[config.mk]
export PLATFORM = sky130hd
export DESIGN_NAME = power_budget_capability
export DESIGN_NICKNAME = d
export VERILOG_FILES = /design/src/rtl/budget_pkg.sv /design/src/rtl/budget_if.sv /design/src/rtl/power_budget_capability.sv /design/src/rtl/budget_store.sv
export SDC_FILE = /design/constraint.sdc
export NUM_CORES = 1
export LEC_CHECK = 0
export BUFFER_PORTS_ARGS = -buffer_cell sky130_fd_sc_hd__buf_2
export CORE_MARGIN = 10
export CORE_UTILIZATION = 50
export CTS_CLUSTER_DIAMETER = 80
export DETAILED_ROUTE_END_ITERATION = 16
export PLACE_DENSITY_LB_ADDON = 0.05
export SETUP_SLACK_MARGIN = 0.02
export SYNTH_ARGS = -nofsm -noshare
export SYNTH_HDL_FRONTEND = slang
export SYNTH_HIERARCHICAL = 1
export SYNTH_SLANG_ARGS = --single-unit
[constraint.sdc]
create_clock -name MCLK -period 4.6 [get_ports MCLK]
set_input_delay 0.69 -clock MCLK [delete_from_list [all_inputs] [get_ports MCLK]]
set_output_delay 0.69 -clock MCLK [all_outputs]
set_load 0.02 [all_outputs]
[src/rtl/budget_pkg.sv]
// Package for the power budgeting capability register block.
// Assumes a 32-bit configuration access port on the config clock.
package budget_pkg;
    // Register byte offsets
    localparam logic [11:0] OFF_CAP_HEADER     = 12'h20c;
    localparam logic [11:0] OFF_SELECTOR       = 12'h210;
    localparam logic [11:0] OFF_DESCRIPTOR     = 12'h214;
    localparam logic [11:0] OFF_ALLOC_FLAGS    = 12'h218;
    // Capability header fields
    localparam logic [15:0] CAP_ID_VALUE       = 16'h0004;
    localparam logic [3:0]  CAP_VERSION_VALUE  = 4'h1;
    localparam logic [11:0] NEXT_CAP_VALUE     = 12'h000;
    localparam int          CAP_ID_LSB         = 0;
    localparam int          CAP_VER_LSB        = 16;
    localparam int          NEXT_CAP_LSB       = 20;
    // Selector
    localparam logic [7:0]  SEL_RESET          = 8'h00;
    localparam logic [7:0]  SEL_D0_MAX         = 8'h00;
    localparam logic [7:0]  SEL_D0_SUSTAINED   = 8'h01;
    // Descriptor field positions
    localparam int          BASE_LSB           = 0;
    localparam int          SCALE_LSB          = 8;
    localparam int          SUB_LSB            = 10;
    localparam int          PMST_LSB           = 13;
    localparam int          TYPE_LSB           = 15;
    localparam int          RAIL_LSB           = 18;
    // Descriptor and allocation flag reset values
    localparam logic [7:0]  BASE_RESET         = 8'h04;
    localparam logic [1:0]  SCALE_RESET        = 2'h0;
    localparam logic [2:0]  SUB_RESET          = 3'h0;
    localparam logic [1:0]  PMST_RESET         = 2'h0;
    localparam logic [2:0]  TYPE_RESET         = 3'h7;
    localparam logic [2:0]  TYPE_SUSTAINED     = 3'h1;
    localparam logic [2:0]  RAIL_RESET         = 3'h2;
    localparam logic        ALLOC_RESET        = 1'b0;

    // One budget descriptor
    typedef struct packed {
        logic [2:0] rail;
        logic [2:0] optype;
        logic [1:0] pm_state;
        logic [2:0] sub_state;
        logic [1:0] scale;
        logic [7:0] base;
    } descriptor_t;
endpackage : budget_pkg

[src/rtl/budget_if.sv]
// Carrier between the register block and its descriptor store.
// Assumes one clock domain shared by both ends.
`timescale 1ns/1ps
`default_nettype none
interface budget_if;
    import budget_pkg::*;
    logic [7:0]  selector;     // Current entry selector
    descriptor_t descriptor;   // Descriptor for that selector
    logic        alloc;        // System allocated flag
    modport store (input selector, output descriptor, output alloc);
    modport regs  (output selector, input descriptor, input alloc);
endinterface : budget_if
`default_nettype wire

[src/rtl/power_budget_capability.sv]
// Power budgeting extended capability register block.
// Assumes single-cycle config reads/writes on MCLK; read data is
// registered and valid one cycle after the read strobe.
`timescale 1ns/1ps
`default_nettype none

module power_budget_capability
    import budget_pkg::*;
#(
    parameter budget_pkg::descriptor_t SUSTAINED_DEFAULT = '{RAIL_RESET, TYPE_SUSTAINED, PMST_RESET, SUB_RESET,
                                                             SCALE_RESET, BASE_RESET}
) (
    // Clock and reset
    input  wire logic                     MCLK,
    input  wire logic                     RESETN,
    // Configuration access
    input  wire logic                     CFG_WR,
    input  wire logic                     CFG_RD,
    input  wire logic [11:0]              CFG_ADDR,
    input  wire logic [3:0]               CFG_BE,
    input  wire logic [31:0]              CFG_WDATA,
    output logic      [31:0]              CFG_RDATA,
    output logic                          CFG_RVALID,
    // EEPROM auto-load
    input  wire logic                     LOAD_MAX,
    input  wire budget_pkg::descriptor_t  LOAD_MAX_VAL,
    input  wire logic                     LOAD_SUS,
    input  wire budget_pkg::descriptor_t  LOAD_SUS_VAL,
    input  wire logic                     LOAD_ALLOC,
    input  wire logic                     LOAD_ALLOC_VAL
);
    logic        rst_meta_q;
    logic        rst_n_q;
    logic [7:0]  sel_q;
    logic [31:0] rdata_d;
    logic [31:0] rdata_q;
    logic        rvalid_q;
    budget_if    link ();

    // Reset release synchroniser; assertion stays asynchronous
    always_ff @(posedge MCLK or negedge RESETN) begin
        if (!RESETN) begin
            rst_meta_q <= 1'b0;
            rst_n_q    <= 1'b0;
        end else begin
            rst_meta_q <= 1'b1;
            rst_n_q    <= rst_meta_q;
        end
    end

    budget_store #(
        .SUSTAINED_DEFAULT (SUSTAINED_DEFAULT)
    ) u_store (
        .clk            (MCLK),
        .rst_n          (rst_n_q),
        .load_max       (LOAD_MAX),
        .load_max_val   (LOAD_MAX_VAL),
        .load_sus       (LOAD_SUS),
        .load_sus_val   (LOAD_SUS_VAL),
        .load_alloc     (LOAD_ALLOC),
        .load_alloc_val (LOAD_ALLOC_VAL),
        .bus            (link.store)
    );

    // Selector: only byte lane 0 holds storage, upper lanes are dropped
    always_ff @(posedge MCLK or negedge rst_n_q) begin
        if (!rst_n_q) begin
            sel_q <= SEL_RESET;
        end else if (CFG_WR && CFG_ADDR == OFF_SELECTOR && CFG_BE[0]) begin
            sel_q <= CFG_WDATA[7:0];
        end
    end
    assign link.selector = sel_q;

    // Read multiplexer; unmapped offsets read zero
    always_comb begin
        rdata_d = 32'h0;
        case (CFG_ADDR)
            OFF_CAP_HEADER: begin
                rdata_d[CAP_ID_LSB +: 16]  = CAP_ID_VALUE;
                rdata_d[CAP_VER_LSB +: 4]  = CAP_VERSION_VALUE;
                rdata_d[NEXT_CAP_LSB +: 12] = NEXT_CAP_VALUE;
            end
            OFF_SELECTOR: begin
                rdata_d[7:0] = sel_q;
            end
            OFF_DESCRIPTOR: begin
                rdata_d[BASE_LSB +: 8] = link.descriptor.base;
                rdata_d[SCALE_LSB +: 2] = link.descriptor.scale;
                rdata_d[SUB_LSB +: 3]  = link.descriptor.sub_state;
                rdata_d[PMST_LSB +: 2] = link.descriptor.pm_state;
                rdata_d[TYPE_LSB +: 3] = link.descriptor.optype;
                rdata_d[RAIL_LSB +: 3] = link.descriptor.rail;
            end
            OFF_ALLOC_FLAGS: begin
                rdata_d[0] = link.alloc;
            end
            default: rdata_d = 32'h0;
        endcase
    end

    // Registered read answer, one cycle after the strobe
    always_ff @(posedge MCLK or negedge rst_n_q) begin
        if (!rst_n_q) begin
            rdata_q  <= 32'h0;
            rvalid_q <= 1'b0;
        end else begin
            rvalid_q <= CFG_RD;
            rdata_q  <= CFG_RD ? rdata_d : 32'h0;
        end
    end

    assign CFG_RDATA  = rdata_q;
    assign CFG_RVALID = rvalid_q;
endmodule : power_budget_capability
`default_nettype wire

[src/rtl/budget_store.sv]
// Descriptor store: holds the maximum and sustained entries and the
// allocation flag, reloadable from the EEPROM auto-load port.
// Assumes the load strobe comes from logic on the same clock.
`timescale 1ns/1ps
`default_nettype none
module budget_store
    import budget_pkg::*;
#(
    parameter descriptor_t SUSTAINED_DEFAULT = '{RAIL_RESET, TYPE_SUSTAINED, PMST_RESET, SUB_RESET, SCALE_RESET,
                                                 BASE_RESET}
) (
    input  wire logic        clk,
    input  wire logic        rst_n,
    input  wire logic        load_max,
    input  wire descriptor_t load_max_val,
    input  wire logic        load_sus,
    input  wire descriptor_t load_sus_val,
    input  wire logic        load_alloc,
    input  wire logic        load_alloc_val,
    budget_if.store          bus
);
    descriptor_t max_q;
    descriptor_t sus_q;
    logic        alloc_q;

    // Maximum entry; sub state and rail stay at their default codes
    always_ff @(posedge clk or negedge rst_n) begin
        if (!rst_n) begin
            max_q <= '{RAIL_RESET, TYPE_RESET, PMST_RESET, SUB_RESET, SCALE_RESET, BASE_RESET};
        end else if (load_max) begin
            max_q           <= load_max_val;
            max_q.sub_state <= SUB_RESET;
            max_q.rail      <= RAIL_RESET;
        end
    end

    // Sustained entry is fully configurable
    always_ff @(posedge clk or negedge rst_n) begin
        if (!rst_n) begin
            sus_q <= SUSTAINED_DEFAULT;
        end else if (load_sus) begin
            sus_q <= load_sus_val;
        end
    end

    // System allocated flag
    always_ff @(posedge clk or negedge rst_n) begin
        if (!rst_n) begin
            alloc_q <= ALLOC_RESET;
        end else if (load_alloc) begin
            alloc_q <= load_alloc_val;
        end
    end

    // Descriptor follows the selector with no delay
    always_comb begin
        case (bus.selector)
            SEL_D0_MAX:       bus.descriptor = max_q;
            SEL_D0_SUSTAINED: bus.descriptor = sus_q;
            default:          bus.descriptor = '0;
        endcase
    end
    assign bus.alloc = alloc_q;
endmodule : budget_store
`default_nettype wire

# ---- Word level (Yosys, flattened, before mapping)
# Cells that the tools add are included.
dict set report word_totals {
  regBits 69
  latch_bits 0
  ramBits 0
  romBits 0
  input_bits 98
  out_inout_bits 33
  wordCells 29
  mem_count 0
}
dict set report op_classes {
  n_addsub 0
  mul 0
  div 0
  n_lt_le_gt_ge 0
  n_eq_ne 5
  shifts 0
  n_mux 5
  n_bitwise 0
  n_reduce_logical 3
}
# operator n
set ops {}
lappend ops {{12-bit by 10-bit == test with 1-bit output, second input constant} 4}
lappend ops {{21-bit case mux with 2 select lines} 1}
lappend ops {{13-bit case mux with 2 select lines} 1}
lappend ops {{21-bit 2-to-1 mux} 1}
lappend ops {{7-bit case mux with 3 select lines} 1}
lappend ops {{8-bit by 1-bit == test with 1-bit output, second input constant} 1}
lappend ops {{8-bit logical NOT} 1}
lappend ops {{1-bit case mux with 3 select lines} 1}
lappend ops {{1-bit logical AND} 2}

# ---- Depth between registers and ports, before layout
dict set report logic_depth {
  ltp_word 4
  mapped_depth 6
  mapped_depth_nobuf 5
}

# ---- By module
# Netlist, hierarchy kept.
# mod instances cells_each area_each_um2 seq_area_each_um2
set by_module_without_submodules {}
lappend by_module_without_submodules {budget_store 1 128 1806.7 934.6}
lappend by_module_without_submodules {power_budget_capability 1 112 1412.6 800.8}

# ---- Least setup slack after synthesis
# Ideal clock, no wire load.
dict set report synth_path {
  path_kind {input-to-reg}
  start {in CFG_ADDR[11]}
  end {reg sel_q[0] (netlist: link.selector[0])}
  setup_ns 0.125
  arrival_time_ns 1.621
  required_time_ns 4.475
  setup_slack_ns 2.854
  path_stages 3
  n_path_buf 0
  path_cell_list {nor4_4 nand4_4 mux2_2}
}
dict set report synth_between {
  elab_chain_cells 3
}
# element line_no
set synth_rtl {}
lappend synth_rtl {{from (decl)} power_budget_capability.sv:19} ;# input wire logic [11:0] CFG_ADDR,
lappend synth_rtl {{12-bit by 10-bit == test with 1-bit output} power_budget_capability.sv:69} ;# end else if (CFG_WR && CFG_ADDR == OFF_SELECTOR && CFG_BE[0]) begin
lappend synth_rtl {{1-bit logical AND (2 in a row)} power_budget_capability.sv:69}
lappend synth_rtl {{to (signal assigned)} power_budget_capability.sv:70} ;# sel_q <= CFG_WDATA[7:0];
lappend synth_rtl {{to (decl)} power_budget_capability.sv:34} ;# logic [7:0] sel_q;
# No other way between the ends.
# A chain may end at the register's enable or synchronous reset.

==> metrics.cfg <==
[setup_path]
cp_max_fo=21
cp_data_arrival_time_ns=2.22
cpPeakStageDelay_ns=0.74
worst_setup_path_start_kind=flop
r2r-start=link.selector[7]
crit_chain=or4_4 > nor3_1 > nand2b_1 > a2111oi_2
end_kind=flop
path_class=reg -> reg
crit_slowest_cell=or4_4
cp.required_ns=4.82
worstSetupStartpoint=link.selector[7]

[routing]
first_pass_iters=4
wl_per_cell_um=16.9
drtIter0Drc=74
final_antenna_net_count=0
dr_total_vias=2058
avgViaCountPerCell=5.04
wl_um=6900
route.detailed.drc=0

[final_layout]
drive_gt1_frac=0.571
final_util=0.619
n_fill_cell=527
syn_to_final_growth_pct=21.5
diodes=0
nets=424

[clocking]
cts_tree=built
clk_pin_slew_ns=0.07
cts-root-buf=clkbuf_8
htree_levels=3
cts_buffers=9
clk_path_buf_depth=2
postCtsSetupRepairBufs=0
cts.sinks=69
post_cts_resize_count=0
cts_hold_buf=0
clk_latency_ns=0.33

[global_route]
grt_pass1_wl_um=11400
antenna_found_initial=0
first_global_vias=2356
grt_max_degree=49
grt.total_usage=0.142
overflow=0

[die]
start_util=0.510
rows=29
dieArea_mm2=0.0100
die_h_um=100
die_w_um=100
core_mm2=0.00631
ios=131

[yosys]
synth_area_leaders=dfrtp_1 48%, mux2_2 16%, nor3_2 7.5%, mux2i_1 6.5%, dfstp_2 5.7%
ys_warn_count=6
yosysMostFrequentCell=dfrtp_1
synthCells=240
synth_top_area_cell=dfrtp_1
synth.cells.most_frequent=62 x dfrtp_1, 46 x mux2_2, 24 x nor3_2
ys_async_sr_fraction=1.00
netlist.area_leader.share=0.482
seq_area_frac_synth=0.539
synth_edf_count=0
synth.cell_area_mm2=0.00322
synth_ff_type=dfrtp_1
syn_avg_cell_area_um2=13.4
synth_cell_types=29
ys_ff_latch=69

[pwr]
total_leakage_power_nw=1.93
totalPowerFinal_mw=1.42
vdd_drop_max_mv=0.233
power.density_mw_per_mm2=363

[hold_path]
hp-class=in -> async

[sta]
fin_crit_ns=2.00
maxSlewHeadroom=0.605
worst_pin_slew_ns=0.593
period_share=0.435
hold_viol=0
fmax_mhz=500
clock_skew_ns=0.00575
maxSlewViolCount=0
hold_ws_ns=0.130
setup_viol=0
rsz0062_at_grt=false
fin_tns_setup_ns=0

[placed_design]
portBuffers=86
gp_congestion=0.702
hpwl_um=5160

[job]
maxCapViolations=0

[status]
status=finished, final reports clean

==> final cells by class <==
class / count / area [µm²] / area share
clock buffers: 13 / 169 / 0.0432
clock inverters: 3 / 90.1 / 0.0230
inverters: 13 / 48.8 / 0.0125
multi-input cells: 144 / 1320 / 0.337
flip-flops and latches: 69 / 1740 / 0.444
well taps: 77 / 96.3 / 0.0246
repair buffers: 89 / 453 / 0.116
==> critical path: cells and delay by family, from the launching register on <==
kind             cells  cell delay (ns)
AO/OA/AOI/OAI        1             0.38
flip-flops           1             0.40
AND/OR/NAND/NOR      3             1.10
==> through the flow <==
step                      setup WS [ns]  std cells  instance area, µm²
after detailed placement           2.56        392                3650
after CTS                          2.58        408                3910
after global placement             2.60        392                3650
after floorplan                    2.55        250                3260
final                              2.60        408                3910
after global routing               2.44        408                3910
==> final timing paths <==
path	cells after the start	to	slack, ns
worst min register to register	0	u_store/max_q[1]	0.21
worst max-delay path	4	CFG_RDATA[0]	2.60
worst max register to register	4	CFG_RDATA[0]	2.60
min in group MCLK	0	rst_n_q	0.35
max in group asynchronous	1	CFG_RDATA[18]	3.44
worst min-delay path	1	rst_n_q	0.13
==> layer usage <==
layer / routed length (µm) / vias to the layer above / part of all wire / global-route usage
li1: - / 983 / - / -
met1: 2760 / 1017 / 0.40 / 0.163
met2: 3610 / 52 / 0.52 / 0.240
met3: 460 / 6 / 0.067 / 0.0467
met4: 72 / 0 / 0.010 / 0.0554
met5: 0 / - / 0 / 0
==> sequential cells by signal (all words and copies together) (netlist names) <==
register           cells
u_store/bus.alloc      1
link.selector          8
CFG_RVALID             1
u_store/max_q         15
rst_meta_q             1
u_store/sus_q         21
CFG_RDATA             21
rst_n_q                1
==> power breakdown <==
group	leakage, nW	internal [mW]	switching (mW)	total [mW]
Sequential	0.864	0.645	0.0204	0.666
Combinational	0.934	0.0668	0.0660	0.133
Clock	0.130	0.405	0.215	0.621
Total	1.93	1.12	0.302	1.42
==> cells in the final DEF (no fill, tap or decap), types with 2 or more instances in the layout <==
master / count
clkbuf_8: 12
nand2_1: 6
nor3_2: 24
nor2b_1: 3
nor2_1: 7
buf_2: 86
bufinv_16: 3
nor3_1: 10
mux2i_1: 21
inv_1: 13
dfrtp_1: 61
dfstp_2: 7
nand4_4: 2
mux2_2: 46
buf_4: 3
conb_1: 12
==> cell families (layout without fill, tap and decap cells) <==
group / count (synthesis) / count (layout) / synth area share
AO/OA/AOI/OAI: 4 / 4 / 0.0113
AND/OR/NAND/NOR: 61 / 61 / 0.157
other: 2 / 12 / 0.00233
flip-flops: 69 / 69 / 0.539
multiplexers: 67 / 67 / 0.226
buffers and inverters: 37 / 118 / 0.0637
Note: power is estimated with default switching activity, not from simulation.
